### config.mk
export PLATFORM = sky130hd
export DESIGN_NAME = aas_accum_add_adc
export DESIGN_NICKNAME = d
export VERILOG_FILES = /design/src/rtl/aas_pkg.sv /design/src/rtl/aas_accum_add_adc.sv
export SDC_FILE = /design/constraint.sdc
export NUM_CORES = 1
export LEC_CHECK = 0
export BUFFER_PORTS_ARGS = -buffer_cell sky130_fd_sc_hd__buf_2
export CORE_MARGIN = 1.5
export CORE_UTILIZATION = 60
export CTS_BUF_LIST = sky130_fd_sc_hd__clkbuf_16
export CTS_CLUSTER_SIZE = 14
export DETAILED_ROUTE_END_ITERATION = 16
export GPL_TIMING_DRIVEN = 1
export HOLD_SLACK_MARGIN = 0.02
export PLACE_DENSITY = 0.77
export SETUP_SLACK_MARGIN = 0.02
export SLEW_MARGIN = 5
export SYNTH_ARGS = -nofsm -noshare
export SYNTH_HDL_FRONTEND = slang
export SYNTH_SLANG_ARGS = --single-unit
### constraint.sdc
create_clock -name clk -period 9.5 [get_ports clk]
set_input_delay 1.425 -clock clk [delete_from_list [all_inputs] [get_ports clk]]
set_output_delay 1.425 -clock clk [all_outputs]
set_load 0.01 [all_outputs]
### src/rtl/aas_pkg.sv
// Constants and types for the accumulator add and conversion start block
// Operation
// - Conversion start clears the done flag; mode bit 0 starts a conversion.
// - Mode bit 1 starts a comparator operation instead, still clearing the flag.
// - The mode bit is bit 3 of the converter control register.
// - Add-memory adds the addressed memory word into the accumulator; carry kept.
// - Add-with-carry sums accumulator, memory word and carry; carry out to carry flag.
package aas_pkg;

    localparam int ADDR_W = 8;
    localparam int DATA_W = 32;
    localparam int INSTR_W = 10;
    localparam int NIB_W = 4;
    localparam int DP_W = 8;
    localparam int MEM_DEPTH = 256;

    // Register byte offsets
    localparam logic [7:0] OFS_INSTR = 8'h00;
    localparam logic [7:0] OFS_ACC = 8'h04;
    localparam logic [7:0] OFS_DPTR = 8'h08;
    localparam logic [7:0] OFS_MEM = 8'h0C;
    localparam logic [7:0] OFS_ADCCTL = 8'h10;
    localparam logic [7:0] OFS_STATUS = 8'h14;
    localparam logic [7:0] OFS_IRQSTAT = 8'h18;
    localparam logic [7:0] OFS_IRQMASK = 8'h1C;

    // Field positions
    localparam int ACC_CARRY_BIT = 4;
    localparam int ADC_MODE_BIT = 3;
    localparam int ST_DONE_BIT = 0;
    localparam int ST_SKIP_BIT = 1;
    localparam int IRQ_DONE_BIT = 0;
    localparam int IRQ_SKIP_BIT = 1;
    localparam int IRQ_BAD_BIT = 2;
    localparam int IRQ_W = 3;

    // Instruction words
    localparam logic [9:0] OP_ADC_START = 10'h29F;
    localparam logic [9:0] OP_ADD_MEM = 10'h00A;
    localparam logic [9:0] OP_ADD_MEM_CY = 10'h00B;
    localparam logic [5:0] OP_ADD_IMM_HI = 6'h06;

    // Reset values
    localparam logic [3:0] RST_NIB = 4'h0;
    localparam logic [7:0] RST_DP = 8'h00;
    localparam logic [IRQ_W-1:0] RST_IRQ = 3'h0;

    typedef struct packed {
        logic convStart;
        logic cmpStart;
    } aas_adc_cmd_t;

    typedef struct packed {
        logic [ADDR_W-1:0] addr;
        logic              write;
        logic [DATA_W-1:0] wdata;
    } aas_apb_req_t;

endpackage : aas_pkg

### src/rtl/aas_accum_add_adc.sv
// Accumulator add instructions and conversion start, with APB register access
//
// Implementation choices: the placing of the registers and the APB register port.
`timescale 1ns/1ps

// Nibble adder, instanced once for each of the three add instructions
module aas_nib_adder
    import aas_pkg::*;
(
    input  wire logic [NIB_W-1:0]      a,          // Accumulator operand
    input  wire logic [NIB_W-1:0]      b,          // Memory or immediate operand
    input  wire logic                  cin,        // Carry in
    output logic      [NIB_W:0]        sum         // Carry out in the top bit
);

    assign sum = {1'b0, a} + {1'b0, b} + {{NIB_W{1'b0}}, cin};

endmodule : aas_nib_adder

// Sticky flag: an event in the clearing cycle wins, so no event is lost
module aas_sticky_flag
    import aas_pkg::*;
(
    input  wire logic                  clk,        // System clock
    input  wire logic                  rst,        // Synchronous reset, high
    input  wire logic                  setEvt,     // Event that sets the flag
    input  wire logic                  clrReq,     // Request that clears the flag
    output logic                       flag        // Current flag value
);

    logic                    flag_q;

    always_ff @(posedge clk) begin
        if (rst) begin
            flag_q <= 1'b0;
        end else if (setEvt) begin
            flag_q <= 1'b1;
        end else if (clrReq) begin
            flag_q <= 1'b0;
        end
    end

    assign flag = flag_q;

endmodule : aas_sticky_flag

module aas_accum_add_adc
    import aas_pkg::*;
(
    input  wire logic                  clk,        // 50 MHz system clock
    input  wire logic                  rst,        // Synchronous reset, high
    input  wire logic                  psel,       // APB select
    input  wire logic                  penable,    // APB access phase
    input  wire logic                  pwrite,     // APB write
    input  wire logic [ADDR_W-1:0]     paddr,      // APB byte address
    input  wire logic [DATA_W-1:0]     pwdata,     // APB write data
    output logic      [DATA_W-1:0]     prdata,     // APB read data
    output logic                       pready,     // APB ready
    output logic                       pslverr,    // APB error
    input  wire logic                  adcDoneIn,  // Converter finished pulse
    output aas_adc_cmd_t               adcCmd,     // Start pulses to converter
    output logic                       skipNext,   // Next instruction skipped
    output logic                       irq         // Level interrupt
);

    aas_apb_req_t            req;
    logic                    setupRd;
    logic                    accessWr;
    logic                    accessRd;
    logic                    mapped;
    logic                    execInstr;
    logic [INSTR_W-1:0]      instr;
    logic                    isAdcStart;
    logic                    isAddMem;
    logic                    isAddMemCy;
    logic                    isAddImm;
    logic                    isBad;
    logic [NIB_W:0]          sumImm;
    logic [NIB_W:0]          sumMem;
    logic [NIB_W:0]          sumMemCy;
    logic [NIB_W-1:0]        memWord;

    logic [NIB_W-1:0]        acc_q;
    logic                    carryFlag_q;
    logic [DP_W-1:0]         dataPointer_q;
    logic [NIB_W-1:0]        mem_q [MEM_DEPTH];
    logic [NIB_W-1:0]        adcControlReg_q;
    logic                    adcDoneFlag_q;
    logic                    skip_q;
    logic [INSTR_W-1:0]      lastInstr_q;
    aas_adc_cmd_t            adcCmd_q;
    logic [IRQ_W-1:0]        irqStat_q;
    logic [IRQ_W-1:0]        irqStat_d;
    logic [IRQ_W-1:0]        irqMask_q;
    logic [IRQ_W-1:0]        irqEvt;
    logic [DATA_W-1:0]       rdata_d;
    logic [DATA_W-1:0]       rdata_q;
    logic                    err_q;

    assign req = '{addr: paddr, write: pwrite, wdata: pwdata};

    // Zero wait states: the access phase always completes
    assign pready = 1'b1;
    assign setupRd = psel && !penable;
    assign accessWr = psel && penable && req.write;
    assign accessRd = psel && penable && !req.write;

    always_comb begin
        unique case (req.addr)
            OFS_INSTR, OFS_ACC, OFS_DPTR, OFS_MEM,
            OFS_ADCCTL, OFS_STATUS, OFS_IRQSTAT, OFS_IRQMASK: mapped = 1'b1;
            default: mapped = 1'b0;
        endcase
    end

    // Instruction decode
    assign instr = req.wdata[INSTR_W-1:0];
    assign execInstr = accessWr && (req.addr == OFS_INSTR);
    assign isAdcStart = (instr == OP_ADC_START);
    assign isAddMem = (instr == OP_ADD_MEM);
    assign isAddMemCy = (instr == OP_ADD_MEM_CY);
    assign isAddImm = (instr[INSTR_W-1:NIB_W] == OP_ADD_IMM_HI);
    assign isBad = !(isAdcStart || isAddMem || isAddMemCy || isAddImm);

    assign memWord = mem_q[dataPointer_q];
    // One adder per instruction, so each result stands ready at the write
    aas_nib_adder immAdd_u (
        .a   (acc_q),
        .b   (instr[NIB_W-1:0]),
        .cin (1'b0),
        .sum (sumImm)
    );

    aas_nib_adder memAdd_u (
        .a   (acc_q),
        .b   (memWord),
        .cin (1'b0),
        .sum (sumMem)
    );

    aas_nib_adder memCyAdd_u (
        .a   (acc_q),
        .b   (memWord),
        .cin (carryFlag_q),
        .sum (sumMemCy)
    );

    // Accumulator
    always_ff @(posedge clk) begin
        if (rst) begin
            acc_q <= RST_NIB;
        end else if (execInstr && isAddImm) begin
            acc_q <= sumImm[NIB_W-1:0];
        end else if (execInstr && isAddMem) begin
            acc_q <= sumMem[NIB_W-1:0];
        end else if (execInstr && isAddMemCy) begin
            acc_q <= sumMemCy[NIB_W-1:0];
        end else if (accessWr && req.addr == OFS_ACC) begin
            acc_q <= req.wdata[NIB_W-1:0];
        end
    end

    // Carry flag: only add-with-carry and an accumulator register write change it
    always_ff @(posedge clk) begin
        if (rst) begin
            carryFlag_q <= 1'b0;
        end else if (execInstr && isAddMemCy) begin
            carryFlag_q <= sumMemCy[NIB_W];
        end else if (accessWr && req.addr == OFS_ACC) begin
            carryFlag_q <= req.wdata[ACC_CARRY_BIT];
        end
    end

    // Skip request from add-immediate
    always_ff @(posedge clk) begin
        if (rst) begin
            skip_q <= 1'b0;
        end else if (execInstr) begin
            skip_q <= isAddImm && !sumImm[NIB_W];
        end
    end
    assign skipNext = skip_q;

    always_ff @(posedge clk) begin
        if (rst) begin
            lastInstr_q <= '0;
        end else if (execInstr) begin
            lastInstr_q <= instr;
        end
    end

    always_ff @(posedge clk) begin
        if (rst) begin
            dataPointer_q <= RST_DP;
        end else if (accessWr && req.addr == OFS_DPTR) begin
            dataPointer_q <= req.wdata[DP_W-1:0];
        end
    end

    // Data memory has no reset; software loads it before use
    always_ff @(posedge clk) begin
        if (accessWr && req.addr == OFS_MEM) begin
            mem_q[dataPointer_q] <= req.wdata[NIB_W-1:0];
        end
    end

    always_ff @(posedge clk) begin
        if (rst) begin
            adcControlReg_q <= RST_NIB;
        end else if (accessWr && req.addr == OFS_ADCCTL) begin
            adcControlReg_q <= req.wdata[NIB_W-1:0];
        end
    end

    // Completion: a finish in the start cycle wins over the clear
    aas_sticky_flag doneFlag_u (
        .clk    (clk),
        .rst    (rst),
        .setEvt (adcDoneIn),
        .clrReq (execInstr && isAdcStart),
        .flag   (adcDoneFlag_q)
    );

    // Start pulses, one cycle after the instruction
    always_ff @(posedge clk) begin
        if (rst) begin
            adcCmd_q <= '0;
        end else begin
            adcCmd_q.convStart <= execInstr && isAdcStart
                && !adcControlReg_q[ADC_MODE_BIT];
            adcCmd_q.cmpStart <= execInstr && isAdcStart
                && adcControlReg_q[ADC_MODE_BIT];
        end
    end
    assign adcCmd = adcCmd_q;

    // Interrupt events
    always_comb begin
        irqEvt = '0;
        irqEvt[IRQ_DONE_BIT] = adcDoneIn;
        irqEvt[IRQ_SKIP_BIT] = execInstr && isAddImm && !sumImm[NIB_W];
        irqEvt[IRQ_BAD_BIT] = execInstr && isBad;
    end

    // Read clears the status; an event in the same cycle survives
    always_comb begin
        irqStat_d = irqStat_q;
        if (accessRd && req.addr == OFS_IRQSTAT) begin
            irqStat_d = RST_IRQ;
        end
        irqStat_d = irqStat_d | irqEvt;
    end

    always_ff @(posedge clk) begin
        if (rst) begin
            irqStat_q <= RST_IRQ;
        end else begin
            irqStat_q <= irqStat_d;
        end
    end

    always_ff @(posedge clk) begin
        if (rst) begin
            irqMask_q <= RST_IRQ;
        end else if (accessWr && req.addr == OFS_IRQMASK) begin
            irqMask_q <= req.wdata[IRQ_W-1:0];
        end
    end

    assign irq = |(irqStat_q & irqMask_q);

    // Read data captured in the setup cycle so it comes from a flop
    always_comb begin
        rdata_d = '0;
        unique case (req.addr)
            OFS_INSTR: rdata_d[INSTR_W-1:0] = lastInstr_q;
            OFS_ACC: rdata_d[ACC_CARRY_BIT:0] = {carryFlag_q, acc_q};
            OFS_DPTR: rdata_d[DP_W-1:0] = dataPointer_q;
            OFS_MEM: rdata_d[NIB_W-1:0] = memWord;
            OFS_ADCCTL: rdata_d[NIB_W-1:0] = adcControlReg_q;
            OFS_STATUS: begin
                rdata_d[ST_DONE_BIT] = adcDoneFlag_q;
                rdata_d[ST_SKIP_BIT] = skip_q;
            end
            OFS_IRQSTAT: rdata_d[IRQ_W-1:0] = irqStat_q;
            OFS_IRQMASK: rdata_d[IRQ_W-1:0] = irqMask_q;
            default: rdata_d = '0;
        endcase
    end

    always_ff @(posedge clk) begin
        if (rst) begin
            rdata_q <= '0;
            err_q <= 1'b0;
        end else if (setupRd) begin
            rdata_q <= rdata_d;
            err_q <= !mapped;
        end else if (psel && !penable) begin
            rdata_q <= '0;
            err_q <= !mapped;
        end
    end

    assign prdata = rdata_q;
    assign pslverr = err_q && psel && penable;

endmodule : aas_accum_add_adc

Word level (Yosys, flattened, before mapping)

Memories as Yosys holds them, arrays and structs flattened. A register that Yosys moved wholly into a read port is not among the register bits.
Cells that the tools add are included.

Output and inout port bits: 38
Memories kept: 2
Bits in registers: 48
Bits in latches: 0
Memory bits (writable): 1024
Memory bits (read-only): 32
Word-level logic and storage cells: 88

Memories:

| memory          | words | bits a word | rd ports | clocked after Yosys merged registers in | wr ports | line                     | RTL |
|---|---|---|---|---|---|---|---|
| mem_q           | 256   | 4           | 1        | 1                                       | 1        | aas_accum_add_adc.sv:86  | `logic [NIB_W-1:0] mem_q [MEM_DEPTH];` |
| (no name shown) | 32    | 1           | 1        | 0                                       | 0        | aas_accum_add_adc.sv:109 | `unique case (req.addr)` |

Bitwise gates (word level): 2
Equal/unequal tests: 11
Shift operators: 0
Add/subtract/negate cells: 3
Multiplexer cells: 20
Divide/modulo/power cells: 0
Reductions and logical operators: 37
Multiply operators: 0
Magnitude comparators: 0

Operators with widths:

| kind                                                                    | count |
|---|---|
| 8-bit by 5-bit equality test with 1-bit output (second input constant)  | 4 |
| 1-bit logical AND                                                       | 22 |
| 10-bit by 4-bit equality test with 1-bit output (second input constant) | 2 |
| 8-bit by 4-bit equality test with 1-bit output (second input constant)  | 2 |
| 4-bit two-way mux                                                       | 4 |
| 8-bit two-way mux                                                       | 2 |
| 2-bit one-hot mux with 8 select lines                                   | 1 |
| 4-bit by 4-bit adder with 5-bit output                                  | 2 |
| 10-bit equality test (second input constant)                            | 1 |
| 8-bit by 3-bit equality test with 1-bit output (second input constant)  | 1 |
| 8-bit zero test                                                         | 1 |
| 1-bit two-way mux                                                       | 7 |
| 1-bit one-hot mux with 7 select lines                                   | 1 |
| 6-bit by 3-bit equality test with 1-bit output (second input constant)  | 1 |
| 1-bit zero test                                                         | 6 |
| 3-bit one-hot mux with 2 select lines                                   | 1 |
| 5-bit by 1-bit adder with 5-bit output                                  | 1 |
| 1-bit one-hot mux with 5 select lines                                   | 1 |
| 2-bit nonzero test                                                      | 2 |
| 4-bit nonzero test                                                      | 1 |
| 3-bit bitwise AND                                                       | 1 |
| 3-bit zero test                                                         | 1 |
| 1-bit logical OR                                                        | 3 |
| 3-bit two-way mux                                                       | 1 |
| 4 further kinds                                                         | 4 |

Depth between registers and ports, before layout

Depth in word-level cells: 7
Gate-level depth with buffers: 20
Depth with buffers taken out: 15

By module

Synthesis repeated with hierarchy kept, for this count alone.

Cell total of the unflattened synthesis: 2554
Area total of the unflattened synthesis: 44061.0 um^2

Modules (own cells, without submodules):

| module            | instances | area an instance (um^2) | cells an instance |
|---|---|---|---|
| aas_accum_add_adc | 1         | 43590.6                 | 2502 |
| aas_nib_adder     | 3         | 143.9                   | 16 |
| aas_sticky_flag   | 1         | 38.8                    | 4 |

Least setup slack after synthesis

Ideal clock, no wire load.

Path kind: register to register
From: register with a tool-made name
To: register carryFlag_q
Required time: 9.386 ns
Slack: 5.629 ns
Cell stages (with the launch flop): 17
Arrival: 3.757 ns
Path buffers: 3
Library setup time: 0.114 ns
Cells stage by stage: dfxtp_1 -> buf_6 -> buf_6 -> buf_2 -> mux4_2 -> a22oi_1 -> a21oi_1 -> a21oi_1 -> nor4bb_1 -> nand3b_1 -> ha_1 -> fa_1 -> ha_1 -> nand3_1 -> xnor2_1 -> and3_1 -> a2111oi_0

RTL lines:

| element              | line                     | RTL |
|---|---|---|
| to (signal assigned) | aas_accum_add_adc.sv:168 | `carryFlag_q <= sumMemCy[NIB_W];` |
| to (signal assigned) | aas_accum_add_adc.sv:170 | `carryFlag_q <= req.wdata[ACC_CARRY_BIT];` |
| to (decl)            | aas_accum_add_adc.sv:84  | `logic carryFlag_q;` |

==> impl_metrics.ini <==
[job]
drv_cap = 0

[place]
dpl_cell_area_mm2 = 0.0445
dp_hpwl_mm = 58.7
port_buffers = 38
gp_congestion = 0.902

[die]
die-width_um = 272
fp.coreArea_mm2 = 0.0716
chipHeight_um = 272
start_util_pct = 60.8
io_pins = 84
die_area_mm2 = 0.0742
fp-row-count = 98

[final_layout]
final_nets = 2531
area_growth_pct = 9.17
num-fill-cells = 4540
layout_common_cells = 1024 x edfxtp_1, 340 x nor2_1, 212 x mux4_2
final_common_cell = edfxtp_1
diodes = 0
drive_gt1_share_pct = 19.0
design_area_mm2 = 0.0475

[global_route]
track_usage_pct = 27.1
antenna_found_initial = 4
grt_remaining_overflow = 0
grt_pass1_vias = 23100
grt_max_degree = 199
grt_pass1_wl_mm = 148

[synth]
yosysTopAreaCell = edfxtp_1
ys_top_cells_by_area = edfxtp_1 71%, mux4_2 11%, nor2_1 2.9%
synth_warnings = 0
ys.flop_type = edfxtp_1
synth_cell_type_count = 68
synth_top_area_share_pct = 70.6
synth_edf_count = 1024
ys_ff_latch = 1080
synth-async-reset-ratio_pct = 0
syn_inst = 2448
synth_area_mm2 = 0.0435
yosysSeqAreaShare_pct = 73.2
avgSynthCellArea_um2 = 17.8

[timing]
period_minus_slack_ns = 6.02
slew_viol_final = 0
finalSetupViolations = 0
fmax_ghz = 0.166
finalHoldViolations = 0
tightest_slew_ns = 1.13
slew_headroom_pct = 24.7
setup_tns_ns = 0
rsz0062_at_grt = no
post-route-period-util_pct = 63.4
skew_ns = 0.0168

[detailed_routing]
wirelength_mm = 99.4
drc = 0
vias = 23300
viasPerCell = 6.63
dr.pass1.iters = 6
antenna_left = 0
drtIter0Drc = 3065
wl_per_cell_um = 28.3

[clock_network]
cts_max_level = 3
cts_resized = 0
cts_sinks = 1080
clk_latency_ns = 0.67
cts_setup_buffers = 0
clk_pin_slew_ns = 0.06
cts_buffers = 102
root_buffer = clkbuf_16
cts.path.max_buffers = 3
ctsHoldBuffers = 0
cts_tree = built

[worst_setup_path]
worst_setup_path_start_kind = register
arrival_ns = 6.56
reg2reg_slack_ns = 3.48
end_kind = register
path_class = reg2reg
cp_max_fo = 51
worstPathRequired_ns = 10.04

[run_status]
outcome = completed

[hold_path]
hold_class = reg2reg

[power_and_ir_drop]
peakVddDrop_v = 0.000168
powerDensity_mw_per_mm2 = 191
p_leak_nw = 14.4
## registers in the layout (all words and copies together) (netlist names), named ones only
signal	flops
irqMask_q	3
err_q	1
skipNext	1
dataPointer_q	8
lastInstr_q	10
carryFlag_q	1
irqStat_q	3
doneFlag_u.flag	1
adcCmd	2
prdata	10
acc_q	4
adcControlReg_q	4
mem_q	1024
## power breakdown
group	internal, mW	switching, mW	total (mW)
Clock	2.03	1.72	3.76
Combinational	0.0157	0.0981	0.114
Sequential	5.21	0.00155	5.21
Total	7.26	1.82	9.08
## layer usage
layer  up-vias  track usage (%)  share of wire (%)
met1     11800             37.5                 38
met5         -                0              0.012
met2      1371             43.6                 48
li1       9787                -                  -
met3       268             4.69                9.7
met4         2             10.7                4.3
## worst paths after layout
check / startpoint / to / cells past startpoint
setup reg to reg: register / carryFlag_q / 17
hold reg to reg: lastInstr_q[0] / lastInstr_q[0] / 2
setup / recovery: register / carryFlag_q / 17
hold / removal: lastInstr_q[0] / lastInstr_q[0] / 2
## cell families after synthesis
| family | after synthesis | synth area share, % |
|---|---|---|
| AND/OR/NAND/NOR | 574 | 5.87 |
| flip-flops | 1080 | 73.2 |
| multiplexers | 361 | 14.5 |
| adder cells (fa/ha/maj) | 12 | 0.379 |
| XOR/XNOR | 6 | 0.121 |
| buffers and inverters | 184 | 2.23 |
| other | 2 | 0.0172 |
| AO/OA/AOI/OAI | 229 | 3.64 |
## cells in the mapped netlist (6+ instances only)
| cell | instances |
|---|---|
| buf_1 | 7 |
| a311oi_1 | 6 |
| mux2i_1 | 100 |
| a211oi_1 | 8 |
| buf_2 | 45 |
| nor2b_1 | 19 |
| inv_1 | 13 |
| mux4_2 | 212 |
| nand4_1 | 15 |
| clkbuf_1 | 68 |
| a22oi_1 | 57 |
| o21ai_0 | 19 |
| nand2_1 | 77 |
| edfxtp_1 | 1024 |
| a221oi_1 | 24 |
| nand2b_1 | 10 |
| buf_6 | 6 |
| nand3_1 | 36 |
| and3_1 | 8 |
| buf_4 | 43 |
| nor4_1 | 7 |
| o22ai_1 | 30 |
| nor2_1 | 340 |
| ha_1 | 10 |
| a31oi_1 | 9 |
| mux2_2 | 49 |
| a22o_1 | 9 |
| dfxtp_1 | 56 |
| a21oi_1 | 44 |
| nor3_1 | 22 |
| and2_1 | 7 |
## layout make-up
cell class,instances,area [µm²],share of cell area [%]
Multi-Input combinational cell,1205,10800,22.8
Clock buffer,102,2550,5.37
Timing Repair Buffer,70,518,1.09
Tap cell,950,1190,2.50
Inverter,14,52.6,0.111
Clock inverter,89,520,1.10
Sequential cell,1080,31900,67.1
## metrics by stage
step | total power [mW] | setup slack [ns] | cells | utilization (%) | hold slack [ns]
after detailed placement | 5.42 | 3.56 | 3319 | 62.1 | 0.453
final | 9.08 | 3.48 | 3510 | 66.4 | 0.465
after global placement | 5.41 | 3.67 | 3319 | 62.1 | 0.440
after floorplan | 5.34 | 5.63 | 2469 | - | 0.432
after global routing | 9.28 | 3.11 | 3510 | 66.4 | 0.488
after CTS | 9.11 | 3.54 | 3510 | 66.4 | 0.465
## worst max-delay path, stage by stage, from the launching register on
cell and delay [ns]:
dfxtp_4 0.87, buf_4 0.52, buf_4 0.55, mux4_2 0.40, a22oi_1 0.22, a21oi_1 0.12, a21oi_1 0.26, o311ai_0 0.18
nor3_1 0.72, nand3_1 0.27, ha_1 0.37, a21o_1 0.16, a21oi_1 0.19, xnor2_1 0.19, nand3_1 0.13, xnor2_1 0.14
and3_1 0.18, a2111oi_0 0.37
Power figures use the tool's default switching activity.
